**src/pkg/wtb_defs.svh**
```systemverilog
// Register offsets, field positions, reset values and timing counts
`ifndef WTB_DEFS_SVH
`define WTB_DEFS_SVH

`define WTB_ADDR_W 8
`define WTB_OFS_IRQ_CLR 8'h24
`define WTB_OFS_IRQ_SET 8'h28
`define WTB_OFS_STAGED 8'h68

`define WTB_IRQ_WRAP_BIT 0
`define WTB_IRQ_RESTART_BIT 1
`define WTB_IRQ_COUNTER_BIT 2
`define WTB_IRQ_ERROR_BIT 3
`define WTB_IRQ_HALTED_BIT 11
`define WTB_IRQ_MASK 32'h0000080F
`define WTB_IRQ_RESET 32'h00000000

`define WTB_SWAP_LSB 24
`define WTB_SWAP_MSB 27
`define WTB_POL_LSB 16
`define WTB_POL_MSB 19
`define WTB_CICC_LSB 8
`define WTB_CICC_MSB 11
`define WTB_CIPER_BIT 7
`define WTB_RAMP_LSB 4
`define WTB_RAMP_MSB 5
`define WTB_SHAPE_LSB 0
`define WTB_SHAPE_MSB 2
`define WTB_STAGED_MASK 32'h0F0F0FB7
`define WTB_STAGED_RESET 32'h00000000

`define WTB_SYNC_STAGES 2
`define WTB_WO_NUM 8

`endif

```
**src/pkg/wtb_pkg.sv**
```systemverilog
// Types shared by the waveform buffer block
package wtb_pkg;

	typedef struct packed {
		logic [3:0] pair_exchange;
		logic [3:0] output_inversion;
		logic [3:0] circular_compare;
		logic circular_top;
		logic [1:0] ramp;
		logic [2:0] shape_select;
	} wtb_wave_cfg_t;

	typedef struct packed {
		logic halted_fault;
		logic error;
		logic counter;
		logic restart;
		logic wraparound;
	} wtb_irq_vec_t;

	typedef struct packed {
		logic sel;
		logic write;
		logic read;
		logic [7:0] addr;
		logic [31:0] wdata;
	} wtb_bus_req_t;

	typedef enum logic [1:0] {
		WTB_SYNC_IDLE,
		WTB_SYNC_BUSY,
		WTB_SYNC_DONE
	} wtb_sync_state_t;

endpackage : wtb_pkg

```
**src/logic/wtb_write_sync.sv**
```systemverilog
// Delays a register write by a fixed number of core cycles before it takes effect
`timescale 1ns/1ps
`include "wtb_defs.svh"
module wtb_write_sync #(
	parameter int WIDTH = 32,
	parameter int STAGES = `WTB_SYNC_STAGES
) (
	input wire logic ref_clk,
	input wire logic rst_b,
	input wire logic start,
	input wire logic [WIDTH-1:0] data_in,
	output logic busy,
	output logic done,
	output logic [WIDTH-1:0] data_out
);

	wtb_pkg::wtb_sync_state_t state_ff;
	logic [7:0] count_ff;
	logic [WIDTH-1:0] data_ff;

	always_ff @(posedge ref_clk or negedge rst_b) begin
		if (!rst_b) begin
			state_ff <= wtb_pkg::WTB_SYNC_IDLE;
			count_ff <= 8'h00;
			data_ff <= '0;
		end else begin
			case (state_ff)
				wtb_pkg::WTB_SYNC_IDLE: begin
					if (start) begin
						state_ff <= wtb_pkg::WTB_SYNC_BUSY;
						count_ff <= 8'(STAGES - 1);
						data_ff <= data_in;
					end
				end
				wtb_pkg::WTB_SYNC_BUSY: begin
					if (count_ff == 8'h00) begin
						state_ff <= wtb_pkg::WTB_SYNC_DONE;
					end else begin
						count_ff <= count_ff - 8'h01;
					end
				end
				wtb_pkg::WTB_SYNC_DONE: begin
					state_ff <= wtb_pkg::WTB_SYNC_IDLE;
				end
				default: begin
					state_ff <= wtb_pkg::WTB_SYNC_IDLE;
				end
			endcase
		end
	end

	assign busy = (state_ff != wtb_pkg::WTB_SYNC_IDLE);
	assign done = (state_ff == wtb_pkg::WTB_SYNC_DONE);
	assign data_out = data_ff;

endmodule : wtb_write_sync

```
**src/logic/wtb_waveform_buffer.sv**
```systemverilog
// Staged waveform configuration, interrupt enables and waveform output stage
//
// Functional notes
// - Clear register: one clears enable, zero ignored
// - Enable bits at 0,1,2,3 and 11
// - Set register enables; clear register reads same
// - Staged pair swap bits 27:24, copied on update
// - Staged polarity bits 19:16, copied on update
// - Staged circular compare bits 11:8, copied on update
// - Staged circular period bit 7, copied on update
// - Staged ramp field 5:4, copied on update
// - Staged shape field 2:0, copied on update
// - Keeps running in sleep; irq wakes system
// - Staged register writes synchronized before taking effect; enable set/clear writes act at once
// - Bus clock enabled after reset by default
// - One dedicated waveform output per channel
// - Presents one DMA request line to controller
`timescale 1ns/1ps
`include "wtb_defs.svh"
module wtb_waveform_buffer #(
	parameter int WO_NUM = `WTB_WO_NUM,
	parameter int SYNC_STAGES = `WTB_SYNC_STAGES
) (
	input wire logic ref_clk,
	input wire logic rst_b,
	input wire logic bus_sel,
	input wire logic bus_write,
	input wire logic bus_read,
	input wire logic [7:0] bus_addr,
	input wire logic [31:0] bus_wdata,
	output logic [31:0] bus_rdata_ff,
	output logic bus_ready_ff,
	output logic bus_error_ff,
	input wire logic double_buffer_en,
	input wire logic update_cond,
	input wire logic [4:0] irq_events,
	input wire logic [WO_NUM-1:0] compare_level,
	input wire logic dma_ack,
	output logic [WO_NUM-1:0] waveform_out_ff,
	output logic irq_req_ff,
	output logic dma_req_ff,
	output logic update_event_ff,
	output logic staged_valid_ff,
	output logic sync_busy_ff,
	output logic [3:0] pair_exchange_live_ff,
	output logic [3:0] output_inversion_live_ff,
	output logic [3:0] circular_compare_live_ff,
	output logic circular_top_live_ff,
	output logic [1:0] ramp_live_ff,
	output logic [2:0] shape_select_live_ff
);

	localparam int HALF = WO_NUM / 2;

	wtb_pkg::wtb_bus_req_t req;
	wtb_pkg::wtb_irq_vec_t irq_enable_ff;
	wtb_pkg::wtb_irq_vec_t irq_pending;
	wtb_pkg::wtb_wave_cfg_t live_cfg;
	wtb_pkg::wtb_wave_cfg_t commit_cfg;

	logic [31:0] staged_waveform_config_ff;
	logic [31:0] committed_ff;
	logic [31:0] irq_enable_word;
	logic [31:0] nxt_rdata;
	logic nxt_error;
	logic hit_clr;
	logic hit_set;
	logic hit_staged;
	logic take;
	logic take_wr;
	logic take_rd;
	logic sync_start;
	logic sync_busy;
	logic sync_done;
	logic [31:0] sync_data;
	logic apply_update;
	logic [WO_NUM-1:0] level_with_pol;
	logic [WO_NUM-1:0] nxt_wave;

	assign req.sel = bus_sel;
	assign req.write = bus_write;
	assign req.read = bus_read;
	assign req.addr = bus_addr;
	assign req.wdata = bus_wdata;

	assign hit_clr = (req.addr == `WTB_OFS_IRQ_CLR);
	assign hit_set = (req.addr == `WTB_OFS_IRQ_SET);
	assign hit_staged = (req.addr == `WTB_OFS_STAGED);

	// A staged write waits while the previous one is still crossing,
	// so no write is ever lost; the bus simply sees a later ready.
	assign take = req.sel & (req.write | req.read) & ~bus_ready_ff
		& ~(hit_staged & req.write & sync_busy);
	assign take_wr = take & req.write;
	assign take_rd = take & req.read & ~req.write;
	assign sync_start = take_wr & hit_staged;

	// Bus side needs no clock enable of its own: it runs from reset on
	always_ff @(posedge ref_clk or negedge rst_b) begin
		if (!rst_b) begin
			bus_ready_ff <= 1'b0;
			bus_error_ff <= 1'b0;
			bus_rdata_ff <= 32'h00000000;
		end else begin
			bus_ready_ff <= take;
			bus_error_ff <= take & nxt_error;
			if (take_rd) begin
				bus_rdata_ff <= nxt_rdata;
			end else if (take) begin
				bus_rdata_ff <= 32'h00000000;
			end
		end
	end

	// Both enable views share one storage word
	assign irq_enable_word = {20'h00000, irq_enable_ff.halted_fault, 7'h00,
		irq_enable_ff.error, irq_enable_ff.counter,
		irq_enable_ff.restart, irq_enable_ff.wraparound};

	always_comb begin
		nxt_rdata = 32'h00000000;
		nxt_error = 1'b0;
		if (hit_clr || hit_set) begin
			nxt_rdata = irq_enable_word;
		end else if (hit_staged) begin
			nxt_rdata = staged_waveform_config_ff & `WTB_STAGED_MASK;
		end else begin
			nxt_error = 1'b1;
		end
	end

	always_ff @(posedge ref_clk or negedge rst_b) begin
		if (!rst_b) begin
			irq_enable_ff <= '0;
		end else if (take_wr && hit_clr) begin
			if (req.wdata[`WTB_IRQ_WRAP_BIT]) irq_enable_ff.wraparound <= 1'b0;
			if (req.wdata[`WTB_IRQ_RESTART_BIT]) irq_enable_ff.restart <= 1'b0;
			if (req.wdata[`WTB_IRQ_COUNTER_BIT]) irq_enable_ff.counter <= 1'b0;
			if (req.wdata[`WTB_IRQ_ERROR_BIT]) irq_enable_ff.error <= 1'b0;
			if (req.wdata[`WTB_IRQ_HALTED_BIT]) irq_enable_ff.halted_fault <= 1'b0;
		end else if (take_wr && hit_set) begin
			if (req.wdata[`WTB_IRQ_WRAP_BIT]) irq_enable_ff.wraparound <= 1'b1;
			if (req.wdata[`WTB_IRQ_RESTART_BIT]) irq_enable_ff.restart <= 1'b1;
			if (req.wdata[`WTB_IRQ_COUNTER_BIT]) irq_enable_ff.counter <= 1'b1;
			if (req.wdata[`WTB_IRQ_ERROR_BIT]) irq_enable_ff.error <= 1'b1;
			if (req.wdata[`WTB_IRQ_HALTED_BIT]) irq_enable_ff.halted_fault <= 1'b1;
		end
	end

	// Request is a plain level so it can wake the system with no clock
	// gating here; the block itself is never stopped by sleep.
	assign irq_pending = irq_events & irq_enable_ff;

	always_ff @(posedge ref_clk or negedge rst_b) begin
		if (!rst_b) begin
			irq_req_ff <= 1'b0;
		end else begin
			irq_req_ff <= |irq_pending;
		end
	end

	// Software view of the staged word updates at once for read-back
	always_ff @(posedge ref_clk or negedge rst_b) begin
		if (!rst_b) begin
			staged_waveform_config_ff <= `WTB_STAGED_RESET;
		end else if (sync_start) begin
			staged_waveform_config_ff <= req.wdata & `WTB_STAGED_MASK;
		end
	end

	wtb_write_sync #(
		.WIDTH(32),
		.STAGES(SYNC_STAGES)
	) u_sync (
		.ref_clk(ref_clk),
		.rst_b(rst_b),
		.start(sync_start),
		.data_in(req.wdata & `WTB_STAGED_MASK),
		.busy(sync_busy),
		.done(sync_done),
		.data_out(sync_data)
	);

	always_ff @(posedge ref_clk or negedge rst_b) begin
		if (!rst_b) begin
			sync_busy_ff <= 1'b0;
		end else begin
			sync_busy_ff <= sync_start | (sync_busy & ~sync_done);
		end
	end

	always_ff @(posedge ref_clk or negedge rst_b) begin
		if (!rst_b) begin
			committed_ff <= `WTB_STAGED_RESET;
		end else if (sync_done) begin
			committed_ff <= sync_data;
		end
	end

	assign commit_cfg.pair_exchange = committed_ff[`WTB_SWAP_MSB:`WTB_SWAP_LSB];
	assign commit_cfg.output_inversion = committed_ff[`WTB_POL_MSB:`WTB_POL_LSB];
	assign commit_cfg.circular_compare = committed_ff[`WTB_CICC_MSB:`WTB_CICC_LSB];
	assign commit_cfg.circular_top = committed_ff[`WTB_CIPER_BIT];
	assign commit_cfg.ramp = committed_ff[`WTB_RAMP_MSB:`WTB_RAMP_LSB];
	assign commit_cfg.shape_select = committed_ff[`WTB_SHAPE_MSB:`WTB_SHAPE_LSB];

	// Only content that has arrived and not yet been consumed is copied
	assign apply_update = double_buffer_en & update_cond & staged_valid_ff;

	// A fresh commit in the update cycle keeps the flag set
	always_ff @(posedge ref_clk or negedge rst_b) begin
		if (!rst_b) begin
			staged_valid_ff <= 1'b0;
		end else if (sync_done && double_buffer_en) begin
			staged_valid_ff <= 1'b1;
		end else if (apply_update || !double_buffer_en) begin
			staged_valid_ff <= 1'b0;
		end
	end

	// Without double buffering a synchronized write goes straight live
	always_ff @(posedge ref_clk or negedge rst_b) begin
		if (!rst_b) begin
			live_cfg <= '0;
		end else if (apply_update) begin
			live_cfg.pair_exchange <= commit_cfg.pair_exchange;
			live_cfg.output_inversion <= commit_cfg.output_inversion;
			live_cfg.circular_compare <= commit_cfg.circular_compare;
			live_cfg.circular_top <= commit_cfg.circular_top;
			live_cfg.ramp <= commit_cfg.ramp;
			live_cfg.shape_select <= commit_cfg.shape_select;
		end else if (sync_done && !double_buffer_en) begin
			live_cfg <= wtb_pkg::wtb_wave_cfg_t'({sync_data[`WTB_SWAP_MSB:`WTB_SWAP_LSB],
				sync_data[`WTB_POL_MSB:`WTB_POL_LSB],
				sync_data[`WTB_CICC_MSB:`WTB_CICC_LSB],
				sync_data[`WTB_CIPER_BIT],
				sync_data[`WTB_RAMP_MSB:`WTB_RAMP_LSB],
				sync_data[`WTB_SHAPE_MSB:`WTB_SHAPE_LSB]});
		end
	end

	always_comb begin
		pair_exchange_live_ff = live_cfg.pair_exchange;
		output_inversion_live_ff = live_cfg.output_inversion;
		circular_compare_live_ff = live_cfg.circular_compare;
		circular_top_live_ff = live_cfg.circular_top;
		ramp_live_ff = live_cfg.ramp;
		shape_select_live_ff = live_cfg.shape_select;
	end

	// Event pulse and DMA request both mark an applied update
	always_ff @(posedge ref_clk or negedge rst_b) begin
		if (!rst_b) begin
			update_event_ff <= 1'b0;
		end else begin
			update_event_ff <= apply_update;
		end
	end

	always_ff @(posedge ref_clk or negedge rst_b) begin
		if (!rst_b) begin
			dma_req_ff <= 1'b0;
		end else if (apply_update) begin
			dma_req_ff <= 1'b1;
		end else if (dma_ack) begin
			dma_req_ff <= 1'b0;
		end
	end

	// Polarity acts per channel; only the first four channels have a
	// polarity bit, the rest pass through uninverted.
	genvar gi;
	generate
		for (gi = 0; gi < WO_NUM; gi++) begin : g_out
			if (gi < 4) begin : g_pol
				assign level_with_pol[gi] = compare_level[gi] ^ live_cfg.output_inversion[gi];
			end else begin : g_nopol
				assign level_with_pol[gi] = compare_level[gi];
			end
			if (gi < HALF && gi < 4) begin : g_lo
				assign nxt_wave[gi] = live_cfg.pair_exchange[gi] ?
					level_with_pol[gi + HALF] : level_with_pol[gi];
			end else if (gi >= HALF && (gi - HALF) < 4) begin : g_hi
				assign nxt_wave[gi] = live_cfg.pair_exchange[gi - HALF] ?
					level_with_pol[gi - HALF] : level_with_pol[gi];
			end else begin : g_plain
				assign nxt_wave[gi] = level_with_pol[gi];
			end
		end
	endgenerate

	always_ff @(posedge ref_clk or negedge rst_b) begin
		if (!rst_b) begin
			waveform_out_ff <= '0;
		end else begin
			waveform_out_ff <= nxt_wave;
		end
	end

endmodule : wtb_waveform_buffer

```
**config.mk**
```make
export PLATFORM = sky130hd
export DESIGN_NAME = wtb_waveform_buffer
export DESIGN_NICKNAME = d
export VERILOG_FILES = /design/src/pkg/wtb_pkg.sv /design/src/logic/wtb_write_sync.sv /design/src/logic/wtb_waveform_buffer.sv
export VERILOG_INCLUDE_DIRS = /design/src /design/src/pkg
export SDC_FILE = /design/constraint.sdc
export NUM_CORES = 1
export LEC_CHECK = 0
export BUFFER_PORTS_ARGS = -buffer_cell sky130_fd_sc_hd__buf_4
export CAP_MARGIN = 20
export CORE_ASPECT_RATIO = 1.75
export CORE_MARGIN = 4
export CORE_UTILIZATION = 53
export DETAILED_ROUTE_END_ITERATION = 10
export PLACE_DENSITY = 0.8
export SLEW_MARGIN = 20
export SYNTH_ARGS = -nofsm -noshare
export SYNTH_HDL_FRONTEND = slang
export SYNTH_SLANG_ARGS = --single-unit
```
**constraint.sdc**
```tcl
create_clock -name ref_clk -period 2.3 [get_ports ref_clk]
set_input_delay 0.46 -clock ref_clk [delete_from_list [all_inputs] [get_ports ref_clk]]
set_output_delay 0.46 -clock ref_clk [all_outputs]
set_load 0.02 [all_outputs]
```
==> impl_metrics.json, run 1 <==
{
  "worstMarginPinSlew_ns": 0.646,
  "fin_crit_sh_pct": 90.3,
  "netlist_instances": 437,
  "regArea_um2": 3030,
  "cp-end-kind": "flip-flop",
  "track_usage_pct": 22.7,
  "drt-initial-drc-count": 237,
  "syn_area_per_cell_um2": 11.5,
  "cts_made_buffers": 17,
  "fin_nets": 615,
  "final_antenna_net_count": 0,
  "drive_gt1_share_pct": 31.6,
  "area_growth_pct": 28.5,
  "grt_first_pass_wirelength_mm": 18.9,
  "total_leakage_power_uw": 0.00339,
  "finalHoldViolCount": 0,
  "final_cell_mix": "dfrtp_1, nand2_1, buf_4",
  "timing.rr.end": "u_sync.count_ff[6]$_DFFE_PN0P_",
  "routabilityCongestion": 0.823,
  "dr.pass1.iters": 5,
  "synthFlopType": "dfrtp_1",
  "reg2reg_from": "bus_ready_ff$_DFF_PN0_",
  "fmax_mhz": 482,
  "period_minus_slack_ns": 2.08,
  "synth-simple-area-share_pct": 15.0,
  "clk_path_buf_depth": 2,
  "drv_cap": 0,
  "synth_xor_area_share_pct": 0.695,
  "ff2ff_setup_slack_ns": 0.22,
  "outcome": "completed",
  "ctsHtreeMaxLevel": 4,
  "fin_area_um2": 6470,
  "core_area_um2": 9150,
  "avgViaCountPerCell": 5.42,
  "remaining_drc_errors": 0,
  "port_buffers": 99,
  "antenna_found_initial": 0,
  "dieArea_um2": 11200,
  "post_dp_cell_area_um2": 5940,
  "row_count": 46,
  "post-route-util_pct": 70.7,
  "post_cts_resize_count": 0,
  "synth_edf_count": 0,
  "cts_setup_buffers": 0,
  "mostFrequentLayoutCell": "dfrtp_1",
  "antenna_cells": 0,
  "synth_mux_area_share_pct": 10.5,
  "vias": 3721,
  "grt.overflow.total": 0,
  "ios": 126,
  "die_height_um": 137,
  "async_flop_share_pct": 100,
  "setup_viol": 0,
  "fill_cells": 657,
  "finalMaxSlewViolations": 0,
  "multi_input_area_um2": 1840,
  "routedWlPerCell_um": 17.3,
  "initial_core_util_pct": 55.0,
  "synth_seq_cells": 121,
  "required_ns": 2.59,
  "worstPathArrival_ns": 2.37,
  "hold_buffers": 0,
  "fin_setup_tns_ns": 0,
  "start_kind": "flip-flop",
  "synth_cell_types": 46,
  "synth_compound_area_share_pct": 9.02,
  "rsz0062_at_grt": "false",
  "cp_max_fo": 38,
  "die_w_um": 81.7,
  "numClockSinks": 121,
  "vdd_drop_max_uv": 631,
  "crit_type": "reg -> reg",
  "powerDensity_nw_per_um2": 785,
  "synth_top_family_by_area": "simple AND/OR/NAND/NOR gates",
  "routed_wl_mm": 11.9,
  "slew_headroom_pct": 57.0,
  "clk_pin_slew_ns": 0.06,
  "place_hpwl_mm": 7.89,
  "grt_max_degree": 51,
  "clk_latency_ns": 0.41,
  "ys_seq_area_share_pct": 60.1,
  "cts_tree": "yes",
  "reg2reg_depth": 4,
  "synthAdderAreaFrac_pct": 0.248,
  "yosys_warnings": 0,
  "grt_pass1_vias": 3832,
  "syn-cell-area_um2": 5040,
  "clock_skew_ns": 0.00750,
  "cts_root_buf": "clkbuf_16",
  "worst_hold_path_type": "in -> async"
}
-- worst max-delay path by stage --
stage / from / to / slack [ns]
final: bus_ready_ff$_DFF_PN0_ / u_sync.count_ff[6]$_DFFE_PN0P_ / 0.22
after global routing: bus_ready_ff$_DFF_PN0_ / u_sync.data_out[8]$_DFFE_PN0P_ / 0.15
after CTS: bus_ready_ff$_DFF_PN0_ / u_sync.count_ff[6]$_DFFE_PN0P_ / 0.22
after detailed placement: bus_addr[0] / u_sync.count_ff[6]$_DFFE_PN0P_ / 0.02
after global placement: bus_addr[0] / u_sync.count_ff[6]$_DFFE_PN0P_ / 0.02
after floorplan: bus_addr[0] / u_sync.count_ff[1]$_DFFE_PN0P_ / 0.27
-- worst max-delay path: stages (launching register included) --
cell and delay [ns]:
dfrtp_1 0.40, or4b_4 0.54, or4_4 0.74, nand3_1 0.16, o21ai_0 0.08
-- through the flow --
step	instances	hold WS [ns]	setup WS, ns	total power (uW)
global placement	654	0.452	0.0230	2730
floorplan	449	0.164	0.271	2540
finish	686	0.0668	0.224	5080
detailed placement	654	0.461	0.0172	2760
CTS	686	0.0843	0.219	5110
global route	686	0.117	0.154	5280
-- cells in the mapped netlist, drive strengths merged, types with 2 or more instances --
library cell | number | area, um^2
clkbuf | 6 | 22.5
nand2 | 117 | 439
a32o | 2 | 20.0
inv | 5 | 18.8
mux2i | 19 | 190
a22o | 18 | 158
nor2 | 8 | 32.5
or4b | 2 | 23.8
nand3 | 2 | 10.0
nor4 | 4 | 55.1
o21ai | 25 | 125
nor2b | 4 | 25.0
and3 | 5 | 31.3
a21oi | 5 | 25.0
dfrtp | 121 | 3030
xor2 | 3 | 26.3
o22ai | 3 | 18.8
a221o | 4 | 40.0
nand2b | 6 | 37.5
nor3 | 4 | 20.0
buf | 25 | 178
or2 | 3 | 18.8
mux2 | 30 | 338
a21o | 2 | 15.0
-- cell families after synthesis --
| logic type | count (synthesis) |
|---|---|
| AND/OR/NAND/NOR | 162 |
| flip-flops | 121 |
| AO/OA/AOI/OAI | 63 |
| multiplexers | 49 |
| buffers and inverters | 36 |
| XOR/XNOR | 4 |
| adder cells (fa/ha/maj) | 1 |
| other | 1 |
-- area by class of cell --
cell class,count,share of cell area [%]
tap,120,2.32
inverter,5,0.290
clock buffer,20,7.05
timing repair buffer,116,14.0
clock inverter,12,1.18
sequential,121,46.8
multi-input combinational,292,28.4
-- power breakdown --
part	total, uW	internal, uW	switching, uW
Sequential	2270	2200	65.0
Clock	2370	1420	943
Combinational	451	209	242
Total	5080	3830	1250
-- sequential cells by signal, indices dropped and copies added, names as in the netlist --
signal and count:
irq_req_ff 1, bus_rdata_ff 19, waveform_out_ff 8, irq_enable_ff 5
dma_req_ff 1, update_event_ff 1, output_inversion_live_ff 4, staged_waveform_config_ff 18
committed_ff 18, u_sync.state_ff 2, circular_top_live_ff 1, bus_ready_ff 1
u_sync.data_out 18, shape_select_live_ff 3, sync_busy_ff 1, staged_valid_ff 1
u_sync.count_ff 8, bus_error_ff 1, pair_exchange_live_ff 4, circular_compare_live_ff 4
ramp_live_ff 2
-- routing by layer --
layer  wire length (um)  track usage, %
met5                  0               0
met4                184            8.60
met3                767            5.20
met2               6580            40.2
met1               4330            26.0
No activity file was read; power rests on OpenSTA's default activity.
==> inputs of run 2 (changes only) <==
BUFFER_PORTS_ARGS = -buffer_cell sky130_fd_sc_hd__buf_2   (was -buffer_cell sky130_fd_sc_hd__buf_4)
SKIP_LAST_GASP = 1   (was not set)
==> run 2 against run 1 <==
Worst hold slack better by 0.012 ns. Critical path depth increased by 2. Register-to-register slack gained 0.06 ns. Via count is 1.2% higher. Clock-buffer cell count stayed put. Largest power group unchanged.
==> impl_metrics.json, run 2 (synthesis results as in run 1) <==
{
  "outcome": "completed",
  "powerDensity_nw_per_um2": 865,
  "fin_crit_sh_pct": 87.9,
  "mostFrequentLayoutCell": "dfrtp_1",
  "crit_top_cell": "buf_4",
  "remaining_drc_errors": 0,
  "drt-initial-drc-count": 222,
  "clk_pin_slew_ns": 0.05,
  "grt_first_pass_wirelength_mm": 19.1,
  "slew_headroom_pct": 56.4,
  "reg2reg_from": "bus_ready_ff$_DFF_PN0_",
  "worst_hold_path_type": "in -> async",
  "setup_viol": 0,
  "post_cts_resize_count": 0,
  "final_cell_mix": "dfrtp_1, nand2_1, buf_2",
  "cp.depth": 6,
  "avgViaCountPerCell": 5.48,
  "hold_buffers": 0,
  "grt_pass1_vias": 3969,
  "drv_cap": 0,
  "ctsHtreeMaxLevel": 4,
  "crit_path_top_delay_cell": "or4b_4",
  "grt.overflow.total": 0,
  "cp-end-kind": "flip-flop",
  "ff2ff_setup_slack_ns": 0.28,
  "antenna_found_initial": 0,
  "cts_tree": "yes",
  "numClockSinks": 121,
  "largest-register": "bus_rdata_ff",
  "track_usage_pct": 22.8,
  "path_cells": "or4b_4 -> nor4_4 -> buf_4 -> buf_4 -> o22ai_1 -> a22o_1",
  "vias": 3765,
  "fin_setup_tns_ns": 0,
  "cts_made_buffers": 17,
  "finalMaxSlewViolations": 0,
  "routed_wl_mm": 11.6,
  "dr.pass1.iters": 4,
  "clk_path_buf_depth": 2,
  "crit_start": "bus_ready_ff$_DFF_PN0_",
  "cts_root_buf": "clkbuf_16",
  "ios": 126,
  "required_ns": 2.59,
  "reg2reg_depth": 6,
  "core_area_um2": 9150,
  "clk_latency_ns": 0.41,
  "routedWlPerCell_um": 16.9,
  "initial_core_util_pct": 55.0,
  "cp_max_fo": 7,
  "die_w_um": 81.7,
  "crit_buf_inv": 2,
  "worstMarginPinSlew_ns": 0.655,
  "clock_skew_ns": 0.00896,
  "die_height_um": 137,
  "max_stage_delay_ns": 0.55,
  "period_minus_slack_ns": 2.02,
  "cts_setup_buffers": 0,
  "grt_max_degree": 52,
  "largest_register_ffs": 19,
  "total_leakage_power_uw": 0.00340,
  "crit_type": "reg -> reg",
  "finalHoldViolCount": 0,
  "crit_family": "simple AND/OR/NAND/NOR gates",
  "critPathCapture": "u_sync.count_ff[4]$_DFFE_PN0P_",
  "final_antenna_net_count": 0,
  "area_growth_pct": 26.2,
  "drive_gt1_share_pct": 31.9,
  "rsz0062_at_grt": "false",
  "port_buffers": 99,
  "fmax_mhz": 495,
  "timing.rr.end": "u_sync.count_ff[4]$_DFFE_PN0P_",
  "antenna_cells": 0,
  "vdd_drop_max_uv": 598,
  "worstPathArrival_ns": 2.31,
  "place_hpwl_mm": 8.07,
  "row_count": 46,
  "routabilityCongestion": 0.814,
  "dieArea_um2": 11200,
  "fin_nets": 617,
  "start_kind": "flip-flop",
  "whs_ns": 0.0791
}
## run 2: how the worst min path moves through the flow
stage / cells past startpoint / from / endpoint / slack [ns]
2_1_floorplan: 0 / rst_b / bus_error_ff$_DFF_PN0_ / 0.16
3_3_place_gp: 2 / committed_ff[1]$_DFFE_PN0P_ / shape_select_live_ff[1]$_DFFE_PN0P_ / 0.45
3_5_place_dp: 2 / committed_ff[19]$_DFFE_PN0P_ / output_inversion_live_ff[3]$_DFFE_PN0P_ / 0.47
4_1_cts: 1 / rst_b / sync_busy_ff$_DFF_PN0_ / 0.1
5_1_grt: 1 / rst_b / dma_req_ff$_DFFE_PN0P_ / 0.13
6_report: 1 / rst_b / sync_busy_ff$_DFF_PN0_ / 0.08
## run 2: final cells by class
type | count | area [um^2]
tap | 120 | 150
inverter | 5 | 18.8
clock inverter | 11 | 168
clock buffer | 20 | 467
sequential | 121 | 3030
fill | 644 | 2790
multi-input combinational | 292 | 1840
timing repair buffer | 118 | 691
## run 2: metrics by stage
stage          power [uW]  area (um^2)  utilization [%]  cells  setup WS (ns)
2_1_floorplan        2540         5080                -    449          0.271
3_3_place_gp         2700         5720             62.5    656          0.107
3_5_place_dp         2720         5720             62.5    656         0.0588
5_1_grt              5700         6360             69.5    687          0.181
6_report             5500         6360             69.5    687          0.279
4_1_cts              5540         6360             69.5    687          0.265
## run 2: worst reg2reg max path: cells and delay by family, from the launching register on
kind,cells,cell delay [ns]
and+or+nand+nor,2,0.87
DFF,1,0.40
buffers and inverters,2,0.39
AOI/OAI and AO/OA,2,0.26
## run 2: per-layer routing
metal  up-vias  wire length (um)  global-route usage, %
li1       1713                 -                      -
met1      1877              4230                   26.0
met2       147              6460                   39.9
met3        28               656                   5.73
met4         0               276                   9.52
met5         -                 0                      0
## run 2: power by group
group,internal [uW],switching [uW]
sequential,2200,66.1
combinational,182,241
clock,1890,918
total,4280,1220
==> inputs of run 3 (changes only) <==
CORE_UTILIZATION = 50   (was 53)
PLACE_DENSITY = 0.76   (was 0.8)
REMOVE_ABC_BUFFERS = 1   (was not set)
==> run 3 against run 2 <==
Total power is 1.7% lower. Global-route usage is 2.5 points lower. Combinational power hardly changed. Worst hold slack worse by 0.074 ns. Fmax hardly changed. Clock-buffer cell count is 1 higher. Sequential power hardly changed. Final cell count is 0.29% higher. Critical endpoint is now u_sync.count_ff[5]$_DFFE_PN0P_. Largest power group unchanged.
==> impl_metrics.json, run 3 (synthesis results as in run 1) <==
{
  "drv_cap": 0,
  "mostFrequentLayoutCell": "dfrtp_1",
  "final_antenna_net_count": 0,
  "die_w_um": 83.9,
  "dr.pass1.iters": 4,
  "period_minus_slack_ns": 2.02,
  "grt_first_pass_wirelength_mm": 18.8,
  "cp_max_fo": 8,
  "initial_core_util_pct": 51.1,
  "place_hpwl_mm": 7.67,
  "dieArea_um2": 11800,
  "rsz0062_at_grt": "false",
  "antenna_found_initial": 1,
  "largest_register_ffs": 19,
  "post-route-util_pct": 64.4,
  "required_ns": 2.59,
  "powerDensity_nw_per_um2": 853,
  "worst_hold_path_type": "in -> async",
  "vdd_drop_max_uv": 637,
  "vias": 3724,
  "drt-initial-drc-count": 282,
  "cp-end-kind": "flip-flop",
  "largest-register": "bus_rdata_ff",
  "outcome": "completed",
  "fmax_mhz": 495,
  "hold_buffers": 0,
  "grt_max_degree": 56,
  "routabilityCongestion": 0.748,
  "fin_nets": 613,
  "remaining_drc_errors": 0,
  "drive_gt1_share_pct": 31.4,
  "finalMaxSlewViolations": 0,
  "avgViaCountPerCell": 5.40,
  "cts_made_buffers": 17,
  "numClockSinks": 121,
  "finalHoldViolCount": 0,
  "cts_setup_buffers": 0,
  "grt.overflow.total": 0,
  "clk_path_buf_depth": 2,
  "timing.rr.end": "u_sync.count_ff[5]$_DFFE_PN0P_",
  "setup_viol": 0,
  "whs_ns": 0.00470,
  "clock_skew_ns": 0.00562,
  "worstPathArrival_ns": 2.31,
  "die_height_um": 141,
  "antenna_cells": 0,
  "reg2reg_from": "bus_ready_ff$_DFF_PN0_",
  "clk_pin_slew_ns": 0.05,
  "cts_tree": "yes",
  "post_cts_resize_count": 0,
  "core_area_um2": 9850,
  "crit_type": "reg -> reg",
  "start_kind": "flip-flop",
  "clk_latency_ns": 0.41,
  "routed_wl_mm": 11.4,
  "reg2reg_depth": 5,
  "ctsHtreeMaxLevel": 4,
  "port_buffers": 99,
  "total_leakage_power_uw": 0.00338,
  "grt_pass1_vias": 3888,
  "routedWlPerCell_um": 16.6,
  "fin_crit_sh_pct": 87.9,
  "ios": 126,
  "row_count": 48,
  "final_cell_mix": "dfrtp_1, nand2_1, buf_2",
  "track_usage_pct": 20.3,
  "cts_root_buf": "clkbuf_16",
  "ff2ff_setup_slack_ns": 0.28,
  "area_growth_pct": 25.9
}
==> run 3: changes by cell type in the layout (fill, tap and decap cells not counted) <==
cell,previous run,this run
clkbuf_1,0,1
bufinv_16,4,3
clkinvlp_4,2,3
buf_12,4,6
buf_4,16,10
clkinv_4,0,2
inv_6,2,0
==> run 3: worst max-delay path, cell delays in order (launching register included) <==
cell and delay [ns]:
dfrtp_1 0.40, or4b_4 0.54, nor4_4 0.34, buf_4 0.24, o21ai_0 0.13, a22o_1 0.25
==> run 3: how the worst max path moves through the flow <==
stage,depth (start not counted),end,start
detailed placement,5,irq_enable_ff[1]$_DFFE_PN0P_,bus_addr[0]
floorplan,4,u_sync.count_ff[1]$_DFFE_PN0P_,bus_addr[0]
global route,5,u_sync.count_ff[5]$_DFFE_PN0P_,bus_ready_ff$_DFF_PN0_
finish,5,u_sync.count_ff[5]$_DFFE_PN0P_,bus_ready_ff$_DFF_PN0_
CTS,5,u_sync.count_ff[5]$_DFFE_PN0P_,bus_ready_ff$_DFF_PN0_
global placement,6,staged_waveform_config_ff[11]$_DFFE_PN0P_,bus_addr[0]
==> run 3: cell type report <==
type,instances,area [um^2]
Sequential cell,121,3030
Timing Repair Buffer,114,686
Clock inverter,11,145
Multi-Input combinational cell,292,1840
Clock buffer,21,470
Fill cell,751,3510
Tap cell,125,156
Inverter,5,18.8
==> run 3: metal layers <==
layer	wire length, um	track usage [%]
met5	13	0
met4	216	7.80
met3	663	6.08
met2	6420	37.1
met1	4110	21.9
==> run 3: through the flow <==
step	TNS [ns]	setup WS (ns)	power, uW	cell area [um^2]	cells
after global routing	0	0.229	5600	6340	689
after detailed placement	0	0.0962	2730	5720	657
final	0	0.279	5410	6340	689
after CTS	0	0.279	5450	6340	689
after floorplan	-0.159	-0.159	2520	4880	418
after global placement	0	0.124	2700	5720	657
==> run 3: power breakdown <==
| part | leakage, uW | internal (uW) | switching, uW |
|---|---|---|---|
| clock | 0.000295 | 1790 | 932 |
| sequential | 0.00166 | 2200 | 64.1 |
| combinational | 0.00143 | 181 | 244 |
